==> src/common/srss_defs.vh <==
// Function
// - Debounce the active-low reset request; request internal reset only once confirmed.
// - Reset request with SMBus idle applies reset at once, no waiting.
// - With SMBus busy, wait for idle at most 25 ms, then force reset.
// - Active-low regulator alert input means maximum-current throttling indication.
// - Shared clock-run line decides whether both LPC clock outputs run or stop.
// - In LPC mode, assert active-low suspend notice ahead of low-power entry.
// - In eSPI mode the suspend notice pin carries the sideband_bus_reset_n instead.
// - Deep sleep pull-downs on AC-present and wake inputs only when configured.
`ifndef SRSS_DEFS_VH
`define SRSS_DEFS_VH

// Bus-idle wait limit: 25 ms in cycles of the 8 ns clock
`define SRSS_BUSY_WAIT_CYC 24'h2faf08
// Debounce default; the pin has no set duration
`define SRSS_DEBOUNCE_CYC 24'h000010
`define SRSS_CNT_W 24
// Clock-run stop request: cycles of quiet line before clocks stop
`define SRSS_CLOCK_RUN_REQUEST_N_QUIET 4'h8
`define SRSS_CLOCK_RUN_REQUEST_N_W 4
// Pin synchroniser lanes and their idle level
`define SRSS_PIN_W 4
`define SRSS_PIN_IDLE 4'hf
`define SRSS_PIN_RST 3
`define SRSS_PIN_ALERT 2
`define SRSS_PIN_WAKE 1
`define SRSS_PIN_CLOCK_RUN_REQUEST_N 0

`endif

==> src/hdl/srss_top.v <==
`timescale 1ns/1ps
`include "srss_defs.vh"
// Reset request, suspend notice, clock-run and wake sideband logic
module srss_top #(
  parameter [`SRSS_CNT_W-1:0] DEBOUNCE_CYC = `SRSS_DEBOUNCE_CYC,
  parameter [`SRSS_CNT_W-1:0] BUSY_WAIT_CYC =
    `SRSS_BUSY_WAIT_CYC
) (
  // Clock and reset
  input wire clk_i,
  input wire resetn_i,
  // Reset request pin and SMBus state
  input wire system_reset_request_n_i,
  input wire smbus_busy_i,
  // Regulator alert pin
  input wire regulator_alert_n_i,
  // Sleep state and mode controls
  input wire sleep_state_i,
  input wire deep_sleep_state_i,
  input wire espi_mode_i,
  input wire suspend_soon_i,
  input wire sideband_reset_req_i,
  input wire clock_stop_req_i,
  input wire deep_sleep_config_pd_i,
  // Open-drain wake line
  input wire pcie_wake_n_i,
  output reg pcie_wake_n_o,
  output reg pcie_wake_n_oe_o,
  // Open-drain clock-run line
  input wire clock_run_request_n_i,
  output reg clock_run_request_n_o,
  output reg clock_run_request_n_oe_o,
  // Outputs
  output reg internal_reset_req_o,
  output reg throttle_o,
  output reg wake_event_o,
  output reg lpc_clock_enable_o,
  output reg suspend_notice_n_o,
  output reg pulldown_en_o
);
  // Sequencer state codes
  localparam [1:0] ST_IDLE = 2'h0;
  localparam [1:0] ST_WAIT = 2'h1;
  localparam [1:0] ST_RESET = 2'h2;

  wire [`SRSS_PIN_W-1:0] pin_s;
  wire [`SRSS_PIN_W-1:0] pin_act_s;
  wire rst_req_s;
  wire alert_s;
  wire wake_s;
  wire clock_run_request_n_s;
  wire wait_done_s;
  wire quiet_done_s;
  reg [`SRSS_CNT_W-1:0] deb_cnt_r;
  reg rst_deb_r;
  reg [1:0] state_r;
  reg [1:0] state_nxt;
  reg [`SRSS_CNT_W-1:0] wait_cnt_r;
  reg [`SRSS_CLOCK_RUN_REQUEST_N_W-1:0] quiet_r;
  genvar gi;

  // All pins are asynchronous; idle-high reset avoids false requests
  srss_sync #(
    .W(`SRSS_PIN_W),
    .INIT(`SRSS_PIN_IDLE)
  ) u_sync (
    .clk_i(clk_i),
    .resetn_i(resetn_i),
    .d_i({system_reset_request_n_i, regulator_alert_n_i,
          pcie_wake_n_i, clock_run_request_n_i}),
    .q_o(pin_s)
  );

  // Every pin is active low; turn each into an active-high level
  generate
    for (gi = 0; gi < `SRSS_PIN_W; gi = gi + 1) begin : g_pin
      assign pin_act_s[gi] = ~pin_s[gi];
    end
  endgenerate

  // Named views of the synchronised pins
  assign rst_req_s = pin_act_s[`SRSS_PIN_RST];
  assign alert_s = pin_act_s[`SRSS_PIN_ALERT];
  assign wake_s = pin_act_s[`SRSS_PIN_WAKE];
  assign clock_run_request_n_s = pin_act_s[`SRSS_PIN_CLOCK_RUN_REQUEST_N];

  // Debounce: level must differ for the whole interval to flip.
  // Chatter restarts the count; a zero interval is not supported.
  always @(posedge clk_i) begin
    if (!resetn_i) begin
      deb_cnt_r <= {`SRSS_CNT_W{1'h0}};
      rst_deb_r <= 1'h0;
    end else if (rst_req_s == rst_deb_r) begin
      deb_cnt_r <= {`SRSS_CNT_W{1'h0}};
    end else if (deb_cnt_r >= DEBOUNCE_CYC - 1'h1) begin
      deb_cnt_r <= {`SRSS_CNT_W{1'h0}};
      rst_deb_r <= rst_req_s;
    end else begin
      deb_cnt_r <= deb_cnt_r + 1'h1;
    end
  end

  // Bus wait limit reached
  assign wait_done_s = (wait_cnt_r >= BUSY_WAIT_CYC - 1'h1);

  // Reset sequencer next state
  always @* begin
    state_nxt = state_r;
    case (state_r)
      ST_IDLE: begin
        if (rst_deb_r && !smbus_busy_i) begin
          state_nxt = ST_RESET;
        end else if (rst_deb_r) begin
          state_nxt = ST_WAIT;
        end
      end
      ST_WAIT: begin
        // Timeout forces reset even with bus still busy
        if (!smbus_busy_i || wait_done_s) begin
          state_nxt = ST_RESET;
        end
      end
      ST_RESET: begin
        // Held while the debounced request stays asserted
        if (!rst_deb_r) begin
          state_nxt = ST_IDLE;
        end
      end
      default: begin
        state_nxt = ST_IDLE;
      end
    endcase
  end

  // Sequencer state register
  always @(posedge clk_i) begin
    if (!resetn_i) begin
      state_r <= ST_IDLE;
    end else begin
      state_r <= state_nxt;
    end
  end

  // Wait counter, cleared outside the wait so each request gets the bound
  always @(posedge clk_i) begin
    if (!resetn_i) begin
      wait_cnt_r <= {`SRSS_CNT_W{1'h0}};
    end else if (state_r == ST_WAIT) begin
      wait_cnt_r <= wait_cnt_r + 1'h1;
    end else begin
      wait_cnt_r <= {`SRSS_CNT_W{1'h0}};
    end
  end

  // Reset output registered from the next state to save a cycle
  always @(posedge clk_i) begin
    if (!resetn_i) begin
      internal_reset_req_o <= 1'h0;
    end else begin
      internal_reset_req_o <= (state_nxt == ST_RESET);
    end
  end

  // Stop request has seen a quiet line long enough
  assign quiet_done_s = (quiet_r >= `SRSS_CLOCK_RUN_REQUEST_N_QUIET - 4'h1);

  // Clock-run: any peripheral holding the line low keeps clocks on
  always @(posedge clk_i) begin
    if (!resetn_i) begin
      quiet_r <= {`SRSS_CLOCK_RUN_REQUEST_N_W{1'h0}};
      lpc_clock_enable_o <= 1'h1;
    end else if (clock_run_request_n_s || !clock_stop_req_i) begin
      quiet_r <= {`SRSS_CLOCK_RUN_REQUEST_N_W{1'h0}};
      lpc_clock_enable_o <= 1'h1;
    end else if (quiet_done_s) begin
      lpc_clock_enable_o <= 1'h0;
    end else begin
      quiet_r <= quiet_r + 1'h1;
    end
  end

  // Device pulls the line low for a cycle when a stop is lifted, so
  // peripherals see the restart; open drain, so data is always low
  always @(posedge clk_i) begin
    if (!resetn_i) begin
      clock_run_request_n_o <= 1'h0;
      clock_run_request_n_oe_o <= 1'h0;
    end else begin
      clock_run_request_n_o <= 1'h0;
      clock_run_request_n_oe_o <= !lpc_clock_enable_o &&
        !clock_stop_req_i;
    end
  end

  // Wake line is input-only in sleep; never driven by this block
  always @(posedge clk_i) begin
    if (!resetn_i) begin
      pcie_wake_n_o <= 1'h0;
      pcie_wake_n_oe_o <= 1'h0;
      wake_event_o <= 1'h0;
    end else begin
      pcie_wake_n_o <= 1'h0;
      pcie_wake_n_oe_o <= 1'h0;
      wake_event_o <= sleep_state_i && wake_s;
    end
  end

  // Regulator alert passed on as a throttle level
  always @(posedge clk_i) begin
    if (!resetn_i) begin
      throttle_o <= 1'h0;
    end else begin
      throttle_o <= alert_s;
    end
  end

  // Pin function follows host interface mode; low through reset
  always @(posedge clk_i) begin
    if (!resetn_i) begin
      suspend_notice_n_o <= 1'h0;
    end else if (espi_mode_i) begin
      suspend_notice_n_o <= !sideband_reset_req_i;
    end else begin
      suspend_notice_n_o <= !suspend_soon_i;
    end
  end

  // Deep sleep pull-downs only when configured
  always @(posedge clk_i) begin
    if (!resetn_i) begin
      pulldown_en_o <= 1'h0;
    end else begin
      pulldown_en_o <= deep_sleep_state_i && deep_sleep_config_pd_i;
    end
  end
endmodule // srss_top

==> src/hdl/srss_sync.v <==
`timescale 1ns/1ps
// Two-flop synchroniser for a bank of pin inputs
module srss_sync #(
  parameter W = 1,
  parameter [W-1:0] INIT = {W{1'b0}}
) (
  // Clock and reset
  input wire clk_i,
  input wire resetn_i,
  // Data
  input wire [W-1:0] d_i,
  output wire [W-1:0] q_o
);
  reg [W-1:0] meta_r;
  reg [W-1:0] sync_r;

  // First stage feeds only the second
  always @(posedge clk_i) begin
    if (!resetn_i) begin
      meta_r <= INIT;
      sync_r <= INIT;
    end else begin
      meta_r <= d_i;
      sync_r <= meta_r;
    end
  end

  assign q_o = sync_r;
endmodule // srss_sync

==> config.mk <==
export PLATFORM = sky130hd
export DESIGN_NAME = srss_top
export DESIGN_NICKNAME = d
export VERILOG_FILES = /design/src/hdl/srss_top.v /design/src/hdl/srss_sync.v
export VERILOG_INCLUDE_DIRS = /design/src /design/src/common
export SDC_FILE = /design/constraint.sdc
export NUM_CORES = 1
export LEC_CHECK = 0
export ABC_CLOCK_PERIOD_IN_PS = 2100
export CORE_AREA = 2 2 83 85
export CTS_BUF_LIST = sky130_fd_sc_hd__clkbuf_2 sky130_fd_sc_hd__clkbuf_4 sky130_fd_sc_hd__clkbuf_8
export CTS_CLUSTER_DIAMETER = 120
export DETAILED_ROUTE_END_ITERATION = 8
export DIE_AREA = 0 0 85 87
export DONT_BUFFER_PORTS = 1
export HOLD_SLACK_MARGIN = 0.15
export PLACE_DENSITY_LB_ADDON = 0.15
export RECOVER_POWER = 100
export SETUP_SLACK_MARGIN = 0.1
export SKIP_CTS_REPAIR_TIMING = 1
export SLEW_MARGIN = 20
export SYNTH_ARGS = -nofsm -noshare
export SYNTH_HDL_FRONTEND = slang
export SYNTH_SLANG_ARGS = --single-unit
==> constraint.sdc <==
create_clock -name clk_i -period 2.1 [get_ports clk_i]
set_input_delay 0.42 -clock clk_i [delete_from_list [all_inputs] [get_ports clk_i]]
set_output_delay 0.42 -clock clk_i [all_outputs]
set_load 0.01 [all_outputs]
# Word level (Yosys, flattened, before mapping)
# Index checks and enable logic that the tools add are counted.
# totals
word_cells	52
out_inout_bits	10
input_bits	14
ff_bits	70
# op_classes
addsub	3
n_reduce_logical	16
magnitude_cmp	3
muxes	6
eq_ne	4
bitwise_logic	6
# ops
op	count
adder 24 x 1 -> 24 bit (second input constant)	2
>= comparator 24 x 22 -> 1 bit (second input constant)	1
>= comparator 24 x 4 -> 1 bit (second input constant)	1
two-way mux 2 bit	4
inverter 1 bit	6
case mux 2 bit (3 select lines)	1
logical NOT 1 bit	5
adder 4 x 1 -> 4 bit (second input constant)	1
== test 2 bit (second input constant)	2
>= comparator 4 x 3 -> 1 bit (second input constant)	1
logical AND 1 bit	4
AND reduction 2 bit	2
OR reduction 3 bit	1
== test 2 x 1 -> 1 bit (second input constant)	1
logical NOT 2 bit	1
logical OR 1 bit	2
OR reduction 2 bit	1
== test 1 bit	1
two-way mux 1 bit	1

# Depth between registers and ports, before layout
# logic_depth
ltp_word	5
depth_mapped	6
mapped_depth_nobuf	5

# Cells and area by module
# From an unflattened synthesis, not the netlist that was laid out.
# unflattened
cells_unflattened	241
area_unflattened_um2	2451.1
# modules_own_cells
module	area_each_um2	instances	cells_each
srss_top	2240.9	1	225
srss_sync	210.2	1	16

# Worst setup path before layout
# Ideal clock, no wire load.
# synth_path
path_kind	flip-flop to flip-flop
from	reg wait_cnt_r[2]
to	reg wait_cnt_r[22]
arrival_time_ns	1.459
n_path_buf	1
setup_time_ns	0.071
path_stages_with_launch	6
synth_period_minus_slack_ns	1.530
setup_slack_ns	0.570
required_time_ns	2.029
path_cell_list	dfxtp_1 > and4_4 > nand3_2 > buf_6 > or4_1 > a21oi_1
# synth_via
elab_chain_len	1
# synth_lines
element	line	rtl
start, declared	srss_top.v:58	reg [`SRSS_CNT_W-1:0] wait_cnt_r;
start signal, assigned	srss_top.v:147	wait_cnt_r <= {`SRSS_CNT_W{1'h0}};
start signal, assigned	srss_top.v:149	wait_cnt_r <= wait_cnt_r + 1'h1;
start signal, assigned	srss_top.v:151	wait_cnt_r <= {`SRSS_CNT_W{1'h0}};
adder 24 x 1 -> 24 bit	srss_top.v:149	
# Every way passes these cells.
# A chain may end at the register's enable or synchronous reset.

# Final worst setup path
# layout_path
from	reg wait_cnt_r[2]
to	reg wait_cnt_r[23]
# The elaborated chain is that of the path after synthesis.

==> flow_summary_export.csv <==
group,metric,value,unit
floorplanning,dieHeight,87,um
yosys,seq_area_frac_synth,0.558,
sta,maxSlewViolCount,0,
sta,holdWs,0.169,ns
global_routing,gr-usage-all-layers,0.124,
worst_setup_path,cp_slowest_cell,"or4_1",
floorplanning,fp.dieW,85,um
yosys,synth_area_leader_cell,"dfxtp_1",
worst_setup_path,critPathRequiredTime,2.37,ns
detailed_routing,wl_per_cell,11.4,um
worst_setup_path,worstPathArrival,2.05,ns
yosys,synth_top_family_by_area,"simple AND/OR/NAND/NOR gates",
yosys,synth-adder-area-share,0.0150,
placement,routabilityCongestion,0.703,
detailed_routing,vias,1777,
finish,area_growth,15.2,%
global_routing,grt_pass1_vias,1629,
placement,dp_hpwl,2750,um
detailed_routing,wirelength,4090,um
job,maxCapViolCount,0,
yosys,synth_edf_count,0,
clock_network,cts.clk_slew.worst_paths,0.08,ns
power,p_leak,1.02,nW
floorplanning,ioPinCount,24,
floorplanning,rows,30,
global_routing,antenna_found_initial,0,
yosys,yosysWarningCount,0,
detailed_routing,wl_met1,2030,um
clock_network,cts_buffer_depth,2,
yosys,yosys.area_share.simple,0.243,
yosys,synthCells,247,
yosys,yosys-top-cells-area,"dfxtp_1 (56%), a21oi_1 (3.2%), nand3_1 (2.4%)",
global_routing,grt_pass1_wl,7130,um
worst_setup_path,critPathMaxFanout,20,
finish,nets,289,
sta,fin_crit,1.78,ns
sta,hold_viol_final,0,
status,status,"completed",
detailed_routing,dr.max_layer_used,"met4",
finish,antenna_cells,0,
finish,fillers,642,
power,power,2.63,mW
worst_setup_path,cp-end-kind,"register",
yosys,synthXorXnorAreaFrac,0.0419,
placement,place_area,0.00264,mm^2
clock_network,root_buffer,"clkbuf_8",
clock_network,cts_tree,"yes",
worst_setup_path,criticalPathCategory,"reg -> reg",
detailed_routing,wl_met2,1720,um
floorplanning,start_util,0.382,
clock_network,clock-sinks,70,
clock_network,htree_levels,3,
sta,fin_skew,0.00757,ns
sta,finalCritPeriodShare,0.849,
sta,timing.fmax,561,MHz
yosys,async_flop_share,0,
finish,layout-drive-gt1-share,0.0614,
sta,rsz0062_at_grt,"false",
detailed_routing,dr_wl_met3,231,um
power,power.density,909,mW/mm^2
yosys,synth_top_flop_cell,"dfxtp_1",
yosys,muxShareOfSynthArea,0.0120,
finish,fin_area,0.00289,mm^2
global_routing,grt.overflow.total,0,
detailed_routing,dr.pass1.iters,4,
yosys,synth_seq_cells,70,
detailed_routing,via_per_inst,4.98,
sta,tightestPinTransition,0.533,ns
placement,io_buffers,0,
clock_network,clk-insertion-delay-late,0.35,ns
detailed_routing,dr.first_iter.drc_count,83,
yosys,synth_compound_area_frac,0.101,
worst_setup_path,startpoint_type,"register",
floorplanning,die-area,0.00740,mm^2
sta,finalSetupViolCount,0,
global_routing,grt_max_degree,21,
sta,relSlewSlack,0.635,
yosys,ys_types,44,
yosys,synth_area,0.00251,mm^2
worst_setup_path,max_stage_delay,0.54,ns
detailed_routing,antenna_left,0,
yosys,synth_top_area_frac,0.558,
clock_network,cts_buffers,9,
sta,finalSetupTns,0,ns
min_path,hp-class,"in -> reg",
detailed_routing,drc,0,
power,ir_drop,0.515,mV
worst_setup_path,crit_chain,"and4_1 -> nand3_4 -> or4_1 -> a21oi_1",
floorplanning,core,0.00657,mm^2
yosys,syn_avg_cell_area,10.2,um^2
==> routing by layer <==
layer | global-route usage | vias up
met4 | 0.0736 | 0
li1 | - | 926
met2 | 0.181 | 37
met3 | 0.0502 | 9
met1 | 0.155 | 805
met5 | 0 | -
==> logic make-up after synthesis <==
family                   count (synthesis)
buffers and inverters                   13
adder cells (fa/ha/maj)                  3
AO/OA/AOI/OAI                           40
AND/OR/NAND/NOR                        105
multiplexers                             3
XOR/XNOR                                12
other                                    1
flip-flops                              70
==> critical path, delay by kind of cell, from the launching register on <==
kind             cells  cell delay [ns]
AND/OR/NAND/NOR      3             1.11
flip-flops           1             0.45
AO/OA/AOI/OAI        1             0.14
==> cells in the mapped netlist, drive strengths merged, types with 3 or more instances <==
| cell | count |
|---|---|
| o21ai | 5 |
| mux2i | 3 |
| nand3 | 13 |
| nand2 | 12 |
| buf | 4 |
| nand2b | 9 |
| nor3 | 6 |
| or4 | 7 |
| ha | 3 |
| xor2 | 6 |
| a21oi | 16 |
| and2 | 4 |
| nand4 | 8 |
| dfxtp | 70 |
| and3 | 3 |
| nor4 | 9 |
| xnor2 | 6 |
| or3 | 4 |
| clkbuf | 7 |
| nor2 | 15 |
| and4 | 4 |
| o31ai | 7 |
==> placed cells by master, fill, tap and decap left out, types with 3 or more instances in the layout <==
| cell type | count |
|---|---|
| and4_1 | 4 |
| o21ai_0 | 5 |
| nand2b_1 | 9 |
| xor2_1 | 6 |
| o31ai_1 | 7 |
| dfxtp_1 | 70 |
| a21oi_1 | 16 |
| ha_1 | 3 |
| or4_1 | 7 |
| conb_1 | 23 |
| mux2i_1 | 3 |
| and3_1 | 3 |
| xnor2_1 | 6 |
| or3_1 | 4 |
| nor4_1 | 9 |
| nand4_1 | 8 |
| nor2_1 | 15 |
| nor3_1 | 6 |
| and2_0 | 3 |
| nand3_1 | 12 |
| nand2_1 | 12 |
| clkbuf_8 | 10 |
==> final timing paths <==
check                     end  slack (ns)  cells after the start                startpoint
max            wait_cnt_r[23]        0.32                      4             wait_cnt_r[2]
min          u_sync.meta_r[3]        0.17                      1  system_reset_request_n_i
max reg2reg    wait_cnt_r[23]        0.32                      4             wait_cnt_r[2]
min reg2reg        throttle_o        0.39                      1             u_sync.q_o[2]
==> state kept, by name, summed over array words and instances, names as in the netlist <==
| register | cells |
|---|---|
| wake_event_o | 1 |
| state_r | 2 |
| throttle_o | 1 |
| rst_deb_r | 1 |
| wait_cnt_r | 24 |
| u_sync.q_o | 4 |
| suspend_notice_n_o | 1 |
| deb_cnt_r | 24 |
| clock_run_request_n_oe_o | 1 |
| lpc_clock_enable_o | 1 |
| quiet_r | 4 |
| internal_reset_req_o | 1 |
| u_sync.meta_r | 4 |
| pulldown_en_o | 1 |
==> power by group <==
group | leakage, nW | internal [mW] | switching [mW]
registers | 0.574 | 1.36 | 0.0119
logic | 0.332 | 0.0171 | 0.0190
clock network | 0.109 | 0.706 | 0.511
total | 1.02 | 2.08 | 0.542
==> per-stage QoR <==
| step | worst slack [ns] | utilization | cells |
|---|---|---|---|
| floorplan | 0.570 | - | 269 |
| global placement | 0.338 | 0.402 | 339 |
| detailed placement | 0.281 | 0.402 | 339 |
| CTS | 0.260 | 0.437 | 355 |
| global route | 0.170 | 0.440 | 357 |
| finish | 0.317 | 0.440 | 357 |
==> cell type report <==
class | instances | area [um^2] | area share
clock buffers | 10 | 138 | 0.0476
clock inverters | 6 | 92.6 | 0.0320
inverters | 2 | 7.51 | 0.00260
multi-input cells | 186 | 1130 | 0.390
flip-flops and latches | 70 | 1400 | 0.485
well taps | 80 | 100 | 0.0346
repair buffers | 3 | 23.8 | 0.00823
No activity file was read; power rests on OpenSTA's default activity.
